**src/verilog/ipwt_pkg.sv**
```systemverilog
// shared constants, field layouts, carriers and helpers for the program word transfer card
package ipwt_pkg;
	localparam int CLK_MHZ = 200;
	localparam int OSC_MHZ = 10;
	localparam int TICK_DIV = CLK_MHZ / OSC_MHZ;
	localparam logic [4:0] TICK_LAST = 5'(TICK_DIV - 1);
	localparam int MAG_W = 16;
	localparam int CTL_W = 8;
	localparam logic [3:0] BIT_LAST = 4'hf;
	localparam int STBY_BIT = 7;
	// fixed one-shot lengths, in 10 MHz ticks
	localparam logic [7:0] LOAD_TICKS = 8'h02;
	localparam logic [7:0] STBY_TICKS = 8'h20;
	localparam logic [7:0] CL_TICKS = 8'h08;
	// register offsets (byte addresses)
	localparam logic [7:0] REG_CFG = 8'h00;
	localparam logic [7:0] REG_LEN = 8'h04;
	localparam logic [7:0] REG_STAT = 8'h08;
	localparam logic [7:0] REG_MAG = 8'h0c;
	localparam logic [7:0] REG_CTL = 8'h10;
	// configuration bit positions and reset value
	localparam int CFG_DUAL = 0;
	localparam int CFG_BIN = 1;
	localparam int CFG_ASYNC = 2;
	localparam logic [2:0] CFG_RST = 3'h0;
	// length register field positions and reset value
	localparam int LEN_HOLD1 = 0;
	localparam int LEN_HOLD2 = 8;
	localparam int LEN_NRDY = 16;
	localparam int LEN_LATCH = 24;
	localparam logic [31:0] LEN_RST = 32'h14181404;

	typedef struct packed {
		logic [MAG_W-1:0] mag;
		logic [CTL_W-1:0] ctl;
		logic ctl_strobe;
		logic mag_strobe;
		logic frame_sel;
		logic steer;
		logic sign_neg;
		logic standby_req;
		logic status_en;
		logic supply_ok;
	} ipwt_prog_in_s;

	typedef struct packed {
		logic not_ready;
		logic abnormal;
		logic cl_flag;
		logic cl_oe_n;
		logic pf_flag;
		logic pf_oe_n;
	} ipwt_prog_out_s;

	typedef struct packed {
		logic [MAG_W-1:0] mag;
		logic [CTL_W-1:0] ctl;
		logic hold;
		logic standby;
	} ipwt_psrc_s;

	// one-shot counter step: trigger reloads, tick counts down to zero
	function automatic logic [7:0] os_next(input logic [7:0] cnt, input logic trig,
		input logic [7:0] len, input logic tick);
		if (trig) begin
			return len;
		end else if (tick && cnt != 8'h00) begin
			return cnt - 8'h01;
		end
		return cnt;
	endfunction

	// trailing edge of a one-shot
	function automatic logic os_end(input logic [7:0] cnt, input logic tick);
		return tick && cnt == 8'h01;
	endfunction
endpackage

```
**src/verilog/ipwt_iso.sv**
```systemverilog
// isolated-side receive registers, control double buffer, hold and standby detect
`timescale 1ns/1ps
`default_nettype none
module ipwt_iso import ipwt_pkg::*; (
	input wire logic sys_clk,
	input wire logic rstn,
	input wire logic tick,
	input wire logic bclk,
	input wire logic mag_bit,
	input wire logic ctl_bit,
	input wire logic hold_trig,
	input wire logic [7:0] hold_len,
	input wire logic latch_load,
	input wire logic stby_pulse,
	input wire logic async_mode,
	input wire logic cl_flag_in,
	output logic cl_osc,
	output ipwt_psrc_s psrc
);
	logic [MAG_W-1:0] mag_rx_ff;
	logic [CTL_W-1:0] ctl_rx_ff, ctl_lat_ff;
	logic [7:0] hold2_ff, sb_ff;
	logic cl_s1_ff, cl_s2_ff, osc_ff, hold_ff, stby_ff;
	logic [7:0] nxt_hold2, nxt_sb;
	logic nxt_stby;

	assign nxt_hold2 = os_next(hold2_ff, hold_trig, hold_len, tick);
	assign nxt_sb = os_next(sb_ff, stby_pulse, STBY_TICKS, tick);
	// sync mode takes standby from the latched word, async from the rectified pulse train
	assign nxt_stby = async_mode ? (nxt_sb != 8'h00) : ctl_lat_ff[STBY_BIT];
	assign cl_osc = osc_ff;
	assign psrc = '{mag: mag_rx_ff, ctl: ctl_lat_ff, hold: hold_ff, standby: stby_ff};

	// capture on the coupled clock; latch only at the latch load pulse
	always_ff @(posedge sys_clk) begin
		if (!rstn) begin
			mag_rx_ff <= '0;
			ctl_rx_ff <= '0;
			ctl_lat_ff <= '0;
		end else begin
			if (bclk) begin
				mag_rx_ff <= {mag_bit, mag_rx_ff[MAG_W-1:1]};
				ctl_rx_ff <= {ctl_bit, ctl_rx_ff[CTL_W-1:1]};
			end
			if (latch_load) begin
				ctl_lat_ff <= ctl_rx_ff;
			end
		end
	end

	// hold one-shot, standby detector and current-limit oscillator
	always_ff @(posedge sys_clk) begin
		if (!rstn) begin
			hold2_ff <= 8'h00;
			sb_ff <= 8'h00;
			hold_ff <= 1'b0;
			stby_ff <= 1'b0;
			cl_s1_ff <= 1'b0;
			cl_s2_ff <= 1'b0;
			osc_ff <= 1'b0;
		end else begin
			hold2_ff <= nxt_hold2;
			sb_ff <= nxt_sb;
			hold_ff <= nxt_hold2 != 8'h00;
			stby_ff <= nxt_stby;
			cl_s1_ff <= cl_flag_in;
			cl_s2_ff <= cl_s1_ff;
			osc_ff <= (tick && cl_s2_ff) ? ~osc_ff : osc_ff;
		end
	end
endmodule
`default_nettype wire

```
**src/verilog/ipwt_top.sv**
```systemverilog
// outer-side transfer control, serial shift path, status return and register port
//
// Function
// any word load fires first hold pulse
// strobes count only with frame select
// steering line routes single strobe
// hold trailing edge sets transfer flag
// transfer flag runs and gates pulses
// each pulse shifts one bit across
// sixteenth pulse carry ends the transfer
// magnitude register recirculates back into place
// control word crosses twice in sixteen
// isolated control word is double buffered
// first pulse starts latch timing load
// complementing only for binary power source
// negative sign selects complemented serial path
// complement flag sets after first one
// carry clears the complement flag
// sync standby rides in control word
// async standby runs clock, feeds standby
// current limit oscillator drives abnormal status
// current limit flag driven when status-enabled
// supply loss raises power fail indication
// hold trailing edge starts not ready
// source issues no strobe while not ready
// isolated hold length is configurable
// one-shots count 10 MHz ticks, configurable; load, standby and current-limit lengths are fixed
`timescale 1ns/1ps
`default_nettype none
module ipwt_top import ipwt_pkg::*; (
	input wire logic sys_clk,
	input wire logic rstn,
	input wire logic [7:0] reg_addr,
	input wire logic [31:0] reg_wdata,
	input wire logic reg_wr,
	input wire logic reg_rd,
	output logic [31:0] reg_rdata,
	input wire ipwt_prog_in_s prog_in,
	input wire logic cl_flag_in,
	output ipwt_prog_out_s prog_out,
	output ipwt_psrc_s psrc_out
);
	ipwt_prog_in_s pin_s1_ff, pin_s2_ff, pin_d_ff;
	ipwt_prog_out_s out_ff, nxt_out;
	logic [4:0] div_ff;
	logic [2:0] cfg_ff;
	logic [31:0] len_ff, rdata_ff;
	logic [7:0] load_ff, hold1_ff, nrdy_ff, latch_ff, cldet_ff;
	logic [7:0] nxt_load, nxt_hold1, nxt_nrdy, nxt_latch, nxt_cldet;
	logic [3:0] bit_cnt_ff;
	logic [MAG_W-1:0] mag_sr_ff, mag_snap_ff;
	logic [CTL_W-1:0] ctl_snap_ff;
	logic [CTL_W-1:0] ctl_sr_ff;
	logic xfer_ff, comp_ff, osc_d_ff;
	logic nxt_xfer, nxt_comp;

	// the oscillator is modelled free running; "clock running" gates its ticks
	wire tick = div_ff == TICK_LAST;
	wire dual = cfg_ff[CFG_DUAL];
	wire bin_type = cfg_ff[CFG_BIN];
	wire async_sb = cfg_ff[CFG_ASYNC];
	wire [7:0] hold1_len = len_ff[LEN_HOLD1 +: 8];
	wire [7:0] hold2_len = len_ff[LEN_HOLD2 +: 8];
	wire [7:0] nrdy_len = len_ff[LEN_NRDY +: 8];
	wire [7:0] latch_len = len_ff[LEN_LATCH +: 8];

	// strobe qualification and steering
	wire ctl_edge = pin_s2_ff.ctl_strobe && !pin_d_ff.ctl_strobe;
	wire mag_edge = pin_s2_ff.mag_strobe && !pin_d_ff.mag_strobe;
	wire fsel = pin_s2_ff.frame_sel;
	wire ctl_trig = fsel && ctl_edge && (dual || !pin_s2_ff.steer);
	wire mag_trig = fsel && (dual ? mag_edge : (ctl_edge && pin_s2_ff.steer));
	wire load_any = ctl_trig || mag_trig;

	// transfer timing
	wire hold1_end = os_end(hold1_ff, tick);
	wire latch_end = os_end(latch_ff, tick);
	wire shift_pulse = tick && xfer_ff;
	wire carry = shift_pulse && bit_cnt_ff == BIT_LAST;
	wire first_pulse = shift_pulse && bit_cnt_ff == 4'h0;
	wire clk_run = xfer_ff || (async_sb && pin_s2_ff.standby_req);
	// sign_path_selector: complement path only for a binary source with negative sign
	wire sign_path_selector = bin_type && pin_s2_ff.sign_neg;
	wire mag_bit = mag_sr_ff[0] ^ (sign_path_selector && comp_ff);
	wire ctl_bit = ctl_sr_ff[0];
	// standby_clock_coupler: pulses reach it only between transfers
	wire standby_clock_coupler = tick && clk_run && async_sb && !xfer_ff;
	wire barrier_clock_coupler = shift_pulse;
	wire power_fail = !pin_s2_ff.supply_ok;
	wire complement_and_status_coupler;
	wire cl_det = cldet_ff != 8'h00;

	assign nxt_load = os_next(load_ff, load_any, LOAD_TICKS, tick);
	assign nxt_hold1 = os_next(hold1_ff, load_any, hold1_len, tick);
	assign nxt_nrdy = os_next(nrdy_ff, hold1_end, nrdy_len, tick);
	assign nxt_latch = os_next(latch_ff, first_pulse, latch_len, tick);
	assign nxt_cldet = os_next(cldet_ff, complement_and_status_coupler ^ osc_d_ff,
		CL_TICKS, tick);
	// carry has priority so the flags end cleanly on the sixteenth pulse
	assign nxt_xfer = carry ? 1'b0 : (hold1_end ? 1'b1 : xfer_ff);
	assign nxt_comp = carry ? 1'b0 : ((shift_pulse && mag_sr_ff[0]) ? 1'b1 : comp_ff);

	// status outputs; flag pins are driven only while status-enabled
	assign nxt_out = '{not_ready: nxt_nrdy != 8'h00,
		abnormal: cl_det || power_fail,
		cl_flag: cl_det,
		cl_oe_n: !pin_s2_ff.status_en,
		pf_flag: power_fail,
		pf_oe_n: !pin_s2_ff.status_en};
	assign prog_out = out_ff;
	assign reg_rdata = rdata_ff;

	// register read selection; unmapped offsets read zero
	wire [31:0] stat_word = {22'h0, psrc_out.standby, psrc_out.hold, cl_det, power_fail,
		clk_run, load_ff != 8'h00, nrdy_ff != 8'h00, hold1_ff != 8'h00, comp_ff, xfer_ff};
	wire [31:0] rd_word = (reg_addr == REG_CFG) ? {29'h0, cfg_ff} :
		(reg_addr == REG_LEN) ? len_ff :
		(reg_addr == REG_STAT) ? stat_word :
		(reg_addr == REG_MAG) ? {16'h0, psrc_out.mag} :
		(reg_addr == REG_CTL) ? {24'h0, psrc_out.ctl} : 32'h0;

	// pin synchronisers, the delayed copy serves the strobe edge detect
	always_ff @(posedge sys_clk) begin
		if (!rstn) begin
			pin_s1_ff <= '0;
			pin_s2_ff <= '0;
			pin_d_ff <= '0;
			// supply present is the pin's idle level; a zero here reads as a false power fail
			pin_s1_ff.supply_ok <= 1'b1;
			pin_s2_ff.supply_ok <= 1'b1;
		end else begin
			pin_s1_ff <= prog_in;
			pin_s2_ff <= pin_s1_ff;
			pin_d_ff <= pin_s2_ff;
		end
	end

	// register port; read data stands only in the cycle after the strobe
	always_ff @(posedge sys_clk) begin
		if (!rstn) begin
			cfg_ff <= CFG_RST;
			len_ff <= LEN_RST;
			rdata_ff <= 32'h0;
		end else begin
			if (reg_wr && reg_addr == REG_CFG) begin
				cfg_ff <= reg_wdata[2:0];
			end
			if (reg_wr && reg_addr == REG_LEN) begin
				len_ff <= reg_wdata;
			end
			rdata_ff <= reg_rd ? rd_word : 32'h0;
		end
	end

	// oscillator divider and one-shot timers
	always_ff @(posedge sys_clk) begin
		if (!rstn) begin
			div_ff <= 5'h0;
			load_ff <= 8'h00;
			hold1_ff <= 8'h00;
			nrdy_ff <= 8'h00;
			latch_ff <= 8'h00;
			cldet_ff <= 8'h00;
			osc_d_ff <= 1'b0;
			out_ff <= '{default: 1'b0, cl_oe_n: 1'b1, pf_oe_n: 1'b1};
		end else begin
			div_ff <= tick ? 5'h0 : div_ff + 5'h1;
			load_ff <= nxt_load;
			hold1_ff <= nxt_hold1;
			nrdy_ff <= nxt_nrdy;
			latch_ff <= nxt_latch;
			cldet_ff <= nxt_cldet;
			osc_d_ff <= complement_and_status_coupler;
			out_ff <= nxt_out;
		end
	end

	// transfer flag, pulse counter and complement flag
	always_ff @(posedge sys_clk) begin
		if (!rstn) begin
			xfer_ff <= 1'b0;
			comp_ff <= 1'b0;
			bit_cnt_ff <= 4'h0;
		end else begin
			xfer_ff <= nxt_xfer;
			comp_ff <= nxt_comp;
			if (shift_pulse) begin
				bit_cnt_ff <= bit_cnt_ff + 4'h1;
			end
		end
	end

	// outer recirculating shift registers; load wins, a strobe mid-transfer is illegal anyway
	always_ff @(posedge sys_clk) begin
		if (!rstn) begin
			mag_sr_ff <= '0;
			ctl_sr_ff <= '0;
			mag_snap_ff <= '0;
			ctl_snap_ff <= '0;
		end else begin
			if (mag_trig) begin
				mag_sr_ff <= pin_s2_ff.mag;
			end else if (shift_pulse) begin
				mag_sr_ff <= {mag_sr_ff[0], mag_sr_ff[MAG_W-1:1]};
			end
			if (ctl_trig) begin
				ctl_sr_ff <= pin_s2_ff.ctl;
				if (!async_sb) begin
					ctl_sr_ff[STBY_BIT] <= pin_s2_ff.standby_req;
				end
			end else if (shift_pulse) begin
				ctl_sr_ff <= {ctl_sr_ff[0], ctl_sr_ff[CTL_W-1:1]};
			end
			if (hold1_end) begin
				mag_snap_ff <= mag_sr_ff;
				ctl_snap_ff <= ctl_sr_ff;
			end
		end
	end

	ipwt_iso u_iso (
		.sys_clk(sys_clk),
		.rstn(rstn),
		.tick(tick),
		.bclk(barrier_clock_coupler),
		.mag_bit(mag_bit),
		.ctl_bit(ctl_bit),
		.hold_trig(load_any),
		.hold_len(hold2_len),
		.latch_load(latch_end),
		.stby_pulse(standby_clock_coupler),
		.async_mode(async_sb),
		.cl_flag_in(cl_flag_in),
		.cl_osc(complement_and_status_coupler),
		.psrc(psrc_out)
	);

	// per-transfer pulse tally for the checks, kept apart from the design's own counter
	logic [4:0] pulse_tot_ff;
	always_ff @(posedge sys_clk) begin
		if (!rstn) begin
			pulse_tot_ff <= 5'h00;
		end else if (hold1_end) begin
			pulse_tot_ff <= 5'h00;
		end else if (shift_pulse) begin
			pulse_tot_ff <= pulse_tot_ff + 5'h01;
		end
	end
endmodule
`default_nettype wire

```
**config.mk**
```make
export PLATFORM = sky130hd
export DESIGN_NAME = ipwt_top
export DESIGN_NICKNAME = d
export VERILOG_FILES = /design/src/verilog/ipwt_pkg.sv /design/src/verilog/ipwt_iso.sv /design/src/verilog/ipwt_top.sv
export SDC_FILE = /design/constraint.sdc
export NUM_CORES = 1
export LEC_CHECK = 0
export BUFFER_PORTS_ARGS = -buffer_cell sky130_fd_sc_hd__clkbuf_2
export CAP_MARGIN = 20
export CORE_ASPECT_RATIO = 0.5
export CORE_MARGIN = 2
export CORE_UTILIZATION = 50
export CTS_CLUSTER_DIAMETER = 60
export CTS_CLUSTER_SIZE = 14
export DETAILED_ROUTE_END_ITERATION = 16
export PLACE_DENSITY = 0.82
export SETUP_SLACK_MARGIN = 0.05
export SYNTH_ARGS = -nofsm -noshare
export SYNTH_HDL_FRONTEND = slang
export SYNTH_SLANG_ARGS = --single-unit
```
**constraint.sdc**
```tcl
create_clock -name sys_clk -period 2 [get_ports sys_clk]
set_input_delay 0.5 -clock sys_clk [delete_from_list [all_inputs] [get_ports sys_clk]]
set_output_delay 0.5 -clock sys_clk [all_outputs]
set_load 0.01 [all_outputs]
```
**Yosys cells after proc, flatten, opt, wreduce, memory -nomap -nowiden**

Cells that the tools add are included.

- Flip-flop bits (word level): 267
- Output and inout bits: 64

- Bitwise operators: 5
- $add $sub $neg: 9
- Equal/unequal tests: 8
- Multiplexer cells: 43
- Reduce and logical (&&, ||, !) cells: 56

Operators by type and width:

| cell | number |
|---|---|
| $mux W8 | 20 |
| $reduce_bool A8 Y1 | 10 |
| $mux W16 | 4 |
| $sub A8 B1 Y8 const B | 7 |
| $mux W32 | 1 |
| $logic_and A1 B1 Y1 | 28 |
| $mux W1 | 17 |
| $eq A8 B1 Y1 const B | 2 |
| $eq A8 B4 Y1 const B | 2 |
| $eq A8 B3 Y1 const B | 1 |
| $eq A8 B5 Y1 const B | 1 |
| $logic_not A8 Y1 | 1 |
| $logic_not A1 Y1 | 6 |
| $add A5 B1 Y5 const B | 1 |
| $eq A5 B5 Y1 const B | 1 |
| $add A4 B1 Y4 const B | 1 |
| $eq A4 B4 Y1 const B | 1 |
| $logic_not A4 Y1 | 1 |
| $logic_or A1 B1 Y1 | 4 |
| $reduce_bool A2 Y1 | 2 |
| $reduce_or A2 Y1 | 2 |
| $mux W3 | 1 |
| $not A1 Y1 | 3 |
| $reduce_or A3 Y1 | 1 |
| 2 further kinds | 3 |

**Longest topological paths before layout**

- Depth in word-level cells: 9
- Gate-level depth with buffers: 9

**By module**

A second synthesis with hierarchy kept.

- Cell total of the unflattened synthesis: 1111
- Area, all modules: 10606.4 um2

Modules (own cells, without submodules):

| module | seq. area each (um2) | cells an instance | area an instance (um2) | instances |
|---|---|---|---|---|
| ipwt_top | 4284.1 | 866 | 8323.0 | 1 |
| ipwt_iso | 1061.0 | 245 | 2283.4 | 1 |

**Worst setup path after synthesis**

No wires, ideal clock.

- Kind: input-to-reg
- From: input port reg_addr[7]
- To: register len_ff[2]
- Slack: -0.139 ns
- Data arrival time: 2.002 ns
- Stages: 7
- Path through: or4_1 buf_2 nor4_4 nand2_1 clkbuf_1 nand2_1 nand3_1

- Longest elaborated chain between the ends: 2

Ends and longest elaborated chain:

| element | line | text |
|---|---|---|
| start: declaration | ipwt_top.sv:33 | `input wire logic [7:0] reg_addr,` |
| $eq A8 B3 Y1 | ipwt_top.sv:148 | `if (reg_wr && reg_addr == REG_LEN) begin` |
| $logic_and A1 B1 Y1 | ipwt_top.sv:148 |  |
| end signal: assignment | ipwt_top.sv:149 | `len_ff <= reg_wdata;` |
| end: declaration | ipwt_top.sv:47 | `logic [31:0] len_ff, rdata_ff;` |

No other way between the ends.
A chain may end at the register's enable or synchronous reset.

**Final worst setup path**

- From: register latch_ff[3]
- To: register latch_ff[4]

- Longest elaborated chain between the ends: 4
- Elaborated cells on any way between the ends: 7

Ends and longest elaborated chain:

| element | line | text |
|---|---|---|
| start: declaration | ipwt_top.sv:48 | `logic [7:0] load_ff, hold1_ff, nrdy_ff, latch_ff, cldet_ff;` |
| start signal: assignment | ipwt_top.sv:171 | `latch_ff <= nxt_latch;` |
| parallel branches: the longest is 4 deep, another holds $sub A8 B1 Y8 | -- |  |

Parallel ways; which one is timed is not known. The select of a mux whose other input is x is not followed.

==> metrics.txt <==
status finished clean; initial antenna violation count 0; largest fanout on the critical path 6; # rows 37; Cell Area, Placed 11900 sq um; top cell type by total area after synthesis dfxtp_1; post-route ant nets 0; top post-synthesis cells by area dfxtp_1 51%, nand2_1 7.2%, and2_1 5.3%; # H-tree levels 1; # IOs 141; Mapped Avg Cell Area 9.02 sq um; Routed WL 26600 microns; Crit. End Element flip-flop; Die W 208 microns; endpoints failing setup 0; Reg-to-Reg Start latch_ff[3]; Unique masters post-synth 69; vias 8889; global-route wire length before repair 42600 microns; minimum setup slack among reg-to-reg paths 0.009 ns; Fillers 1609; Max Clk Rate 502 MHz; syn_nets 1249; Design Area, Final 12900 sq um; Cell Pwr Density 756 nW/um^2; post-synthesis cell count 1155; worst r2r path cells 6; Slew @ Worst Pin 0.742 ns; setup TNS 0 ns; WS Path Type flip-flop to flip-flop; I/O Buffers 140; DR WL/cell 16.5 microns; vias in the first global route 8675; CP startpoint kind flip-flop; Max VDD drop 0.615 mV; Post-synth ARST share 0; area grow syn2layout 24.0%; fin util 0.629; # nets final 1434; CTS sink count 267; die area 22100 sq um; TritonCTS buffer count 23; clock root cell clkbuf_16; ys flop type dfxtp_1; crit path to latch_ff[4]; RSZ-0062 raised after global routing yes; CTS tree yes; Netlist Area Pre-Place 10400 sq um; highest-count cells in the layout ignoring fill and taps 259 x dfxtp_1, 199 x nand2_1, 140 x clkbuf_2; post-DP HPWL 17900 microns; skew final 0.0152 ns; Critical R2R Capture latch_ff[4]; relative slew slack 0.503; Final Cycle Share 0.995; CTS max path bufs 3; hold buffers post-CTS 0; CP arrival 2.39 ns; Synth top area share 0.513; Starting Density 0.508; Static Leak 0.00523 uW; Seq/Total Area, Yosys 0.513; max cap viols 0; Fin. Hold Viols 0; Clock transition at path regs 0.07 ns; first drt pass iteration count 7; Post-synth EDFFs 0; largest net degree at the start of global routing 58; Final Slew Violations 0; n_diodes 0; Worst Hold Class input port to flip-flop; Yosys reg bits 267; CORE AREA 20500 sq um; total grt overflow 0; routability cong. 0.911; Worst EP required 2.40 ns; GRT Overall Usage 0.235; yosys warns 0; Die H 106 microns; initial DRC count 742; worst-skew pair later-pin latency 0.53 ns; crit path time final 1.99 ns; layout cells sized above 1 0.238; Via density 5.51; Residual DRC 0; Crit. Startpoint latch_ff[3]; commonest non-fill, non-tap cell in the layout dfxtp_1
==> state kept, by name (all words and copies together), names as in the netlist, 16 cells and up <==
| signal | count |
|---|---|
| reg_rdata | 32 |
| pin_s1_ff | 32 |
| u_iso.mag_rx_ff | 16 |
| pin_s2_ff | 31 |
| mag_sr_ff | 16 |
| len_ff | 32 |
==> critical path, cell delays in order (launching register included) <==
cell and delay (ns):
dfxtp_4 0.34, or4_4 0.54, o41ai_4 0.44, buf_4 0.21, nor4_4 0.04, xnor2_1 0.19, a21oi_1 0.10
==> power breakdown <==
part           switching [uW]  internal, uW
Sequential               34.0          5390
Combinational             185           154
Clock                    1910          2080
Total                    2130          7620
==> per-layer routing <==
layer,vias to the layer above,track usage,share of wire,wire [microns]
met2,280,0.416,0.50,13200
li1,4301,-,-,-
met1,4237,0.293,0.42,11000
met5,-,0,0,0
met4,0,0.0838,0.035,935
met3,71,0.0378,0.053,1420
==> final cells by class <==
type	instances	area, sq um	area share
flip-flops and latches	267	5360	0.415
multi-input cells	793	5000	0.387
repair buffers	226	1490	0.115
clock buffers	24	579	0.0449
well taps	273	342	0.0265
inverters	29	110	0.00853
clock inverters	2	36.3	0.00281
==> worst min-delay path by stage <==
stage | from | endpoint | cells after the start
floorplan | pin_s2_ff[1] | prog_out[0] | 1
global placement | pin_s2_ff[1] | prog_out[0] | 1
detailed placement | pin_s2_ff[1] | prog_out[0] | 1
CTS | prog_in[0] | pin_s1_ff[0] | 2
global route | prog_in[0] | pin_s1_ff[0] | 2
finish | prog_in[0] | pin_s1_ff[0] | 2
==> cell usage after synthesis (all sizes together) (13+ instances only) <==
cell	instances
and2	88
ha	17
buf	16
inv	29
nor2	107
mux2i	15
clkbuf	50
xor2	22
nor4	13
dfxtp	267
o21ai	22
a211oi	16
nand3	20
xnor2	26
a311oi	23
a21oi	84
nand2	201
==> stage by stage <==
stage	hold slack, ns	setup WS (ns)	cells	power, uW
global route	0.157	-0.0729	1614	10100
finish	0.148	0.00922	1614	9750
detailed placement	0.361	-0.179	1577	5870
global placement	0.347	-0.0874	1577	5860
floorplan	0.343	-0.119	1155	5700
CTS	0.134	0.0506	1607	9800
==> cell families (layout without fill, tap and decap cells) <==
group | count (synthesis) | in the layout | share of synthesized area
and+or+nand+nor | 504 | 504 | 0.234
AOI/OAI and AO/OA | 208 | 208 | 0.138
adders and majority gates | 17 | 17 | 0.0204
muxes | 16 | 16 | 0.0155
DFF | 267 | 267 | 0.513
xor gates and xnor gates | 48 | 48 | 0.0404
buffers and inverters | 95 | 281 | 0.0385
==> what timing repair did <==
action                     4_1_cts  5_1_grt
gates resized for setup         30       37
setup endpoints to repair       49       49
pin swaps                        9       18
buffers inserted                 4        6
cloned                           0        1
(Power assumes the default switching activity.)
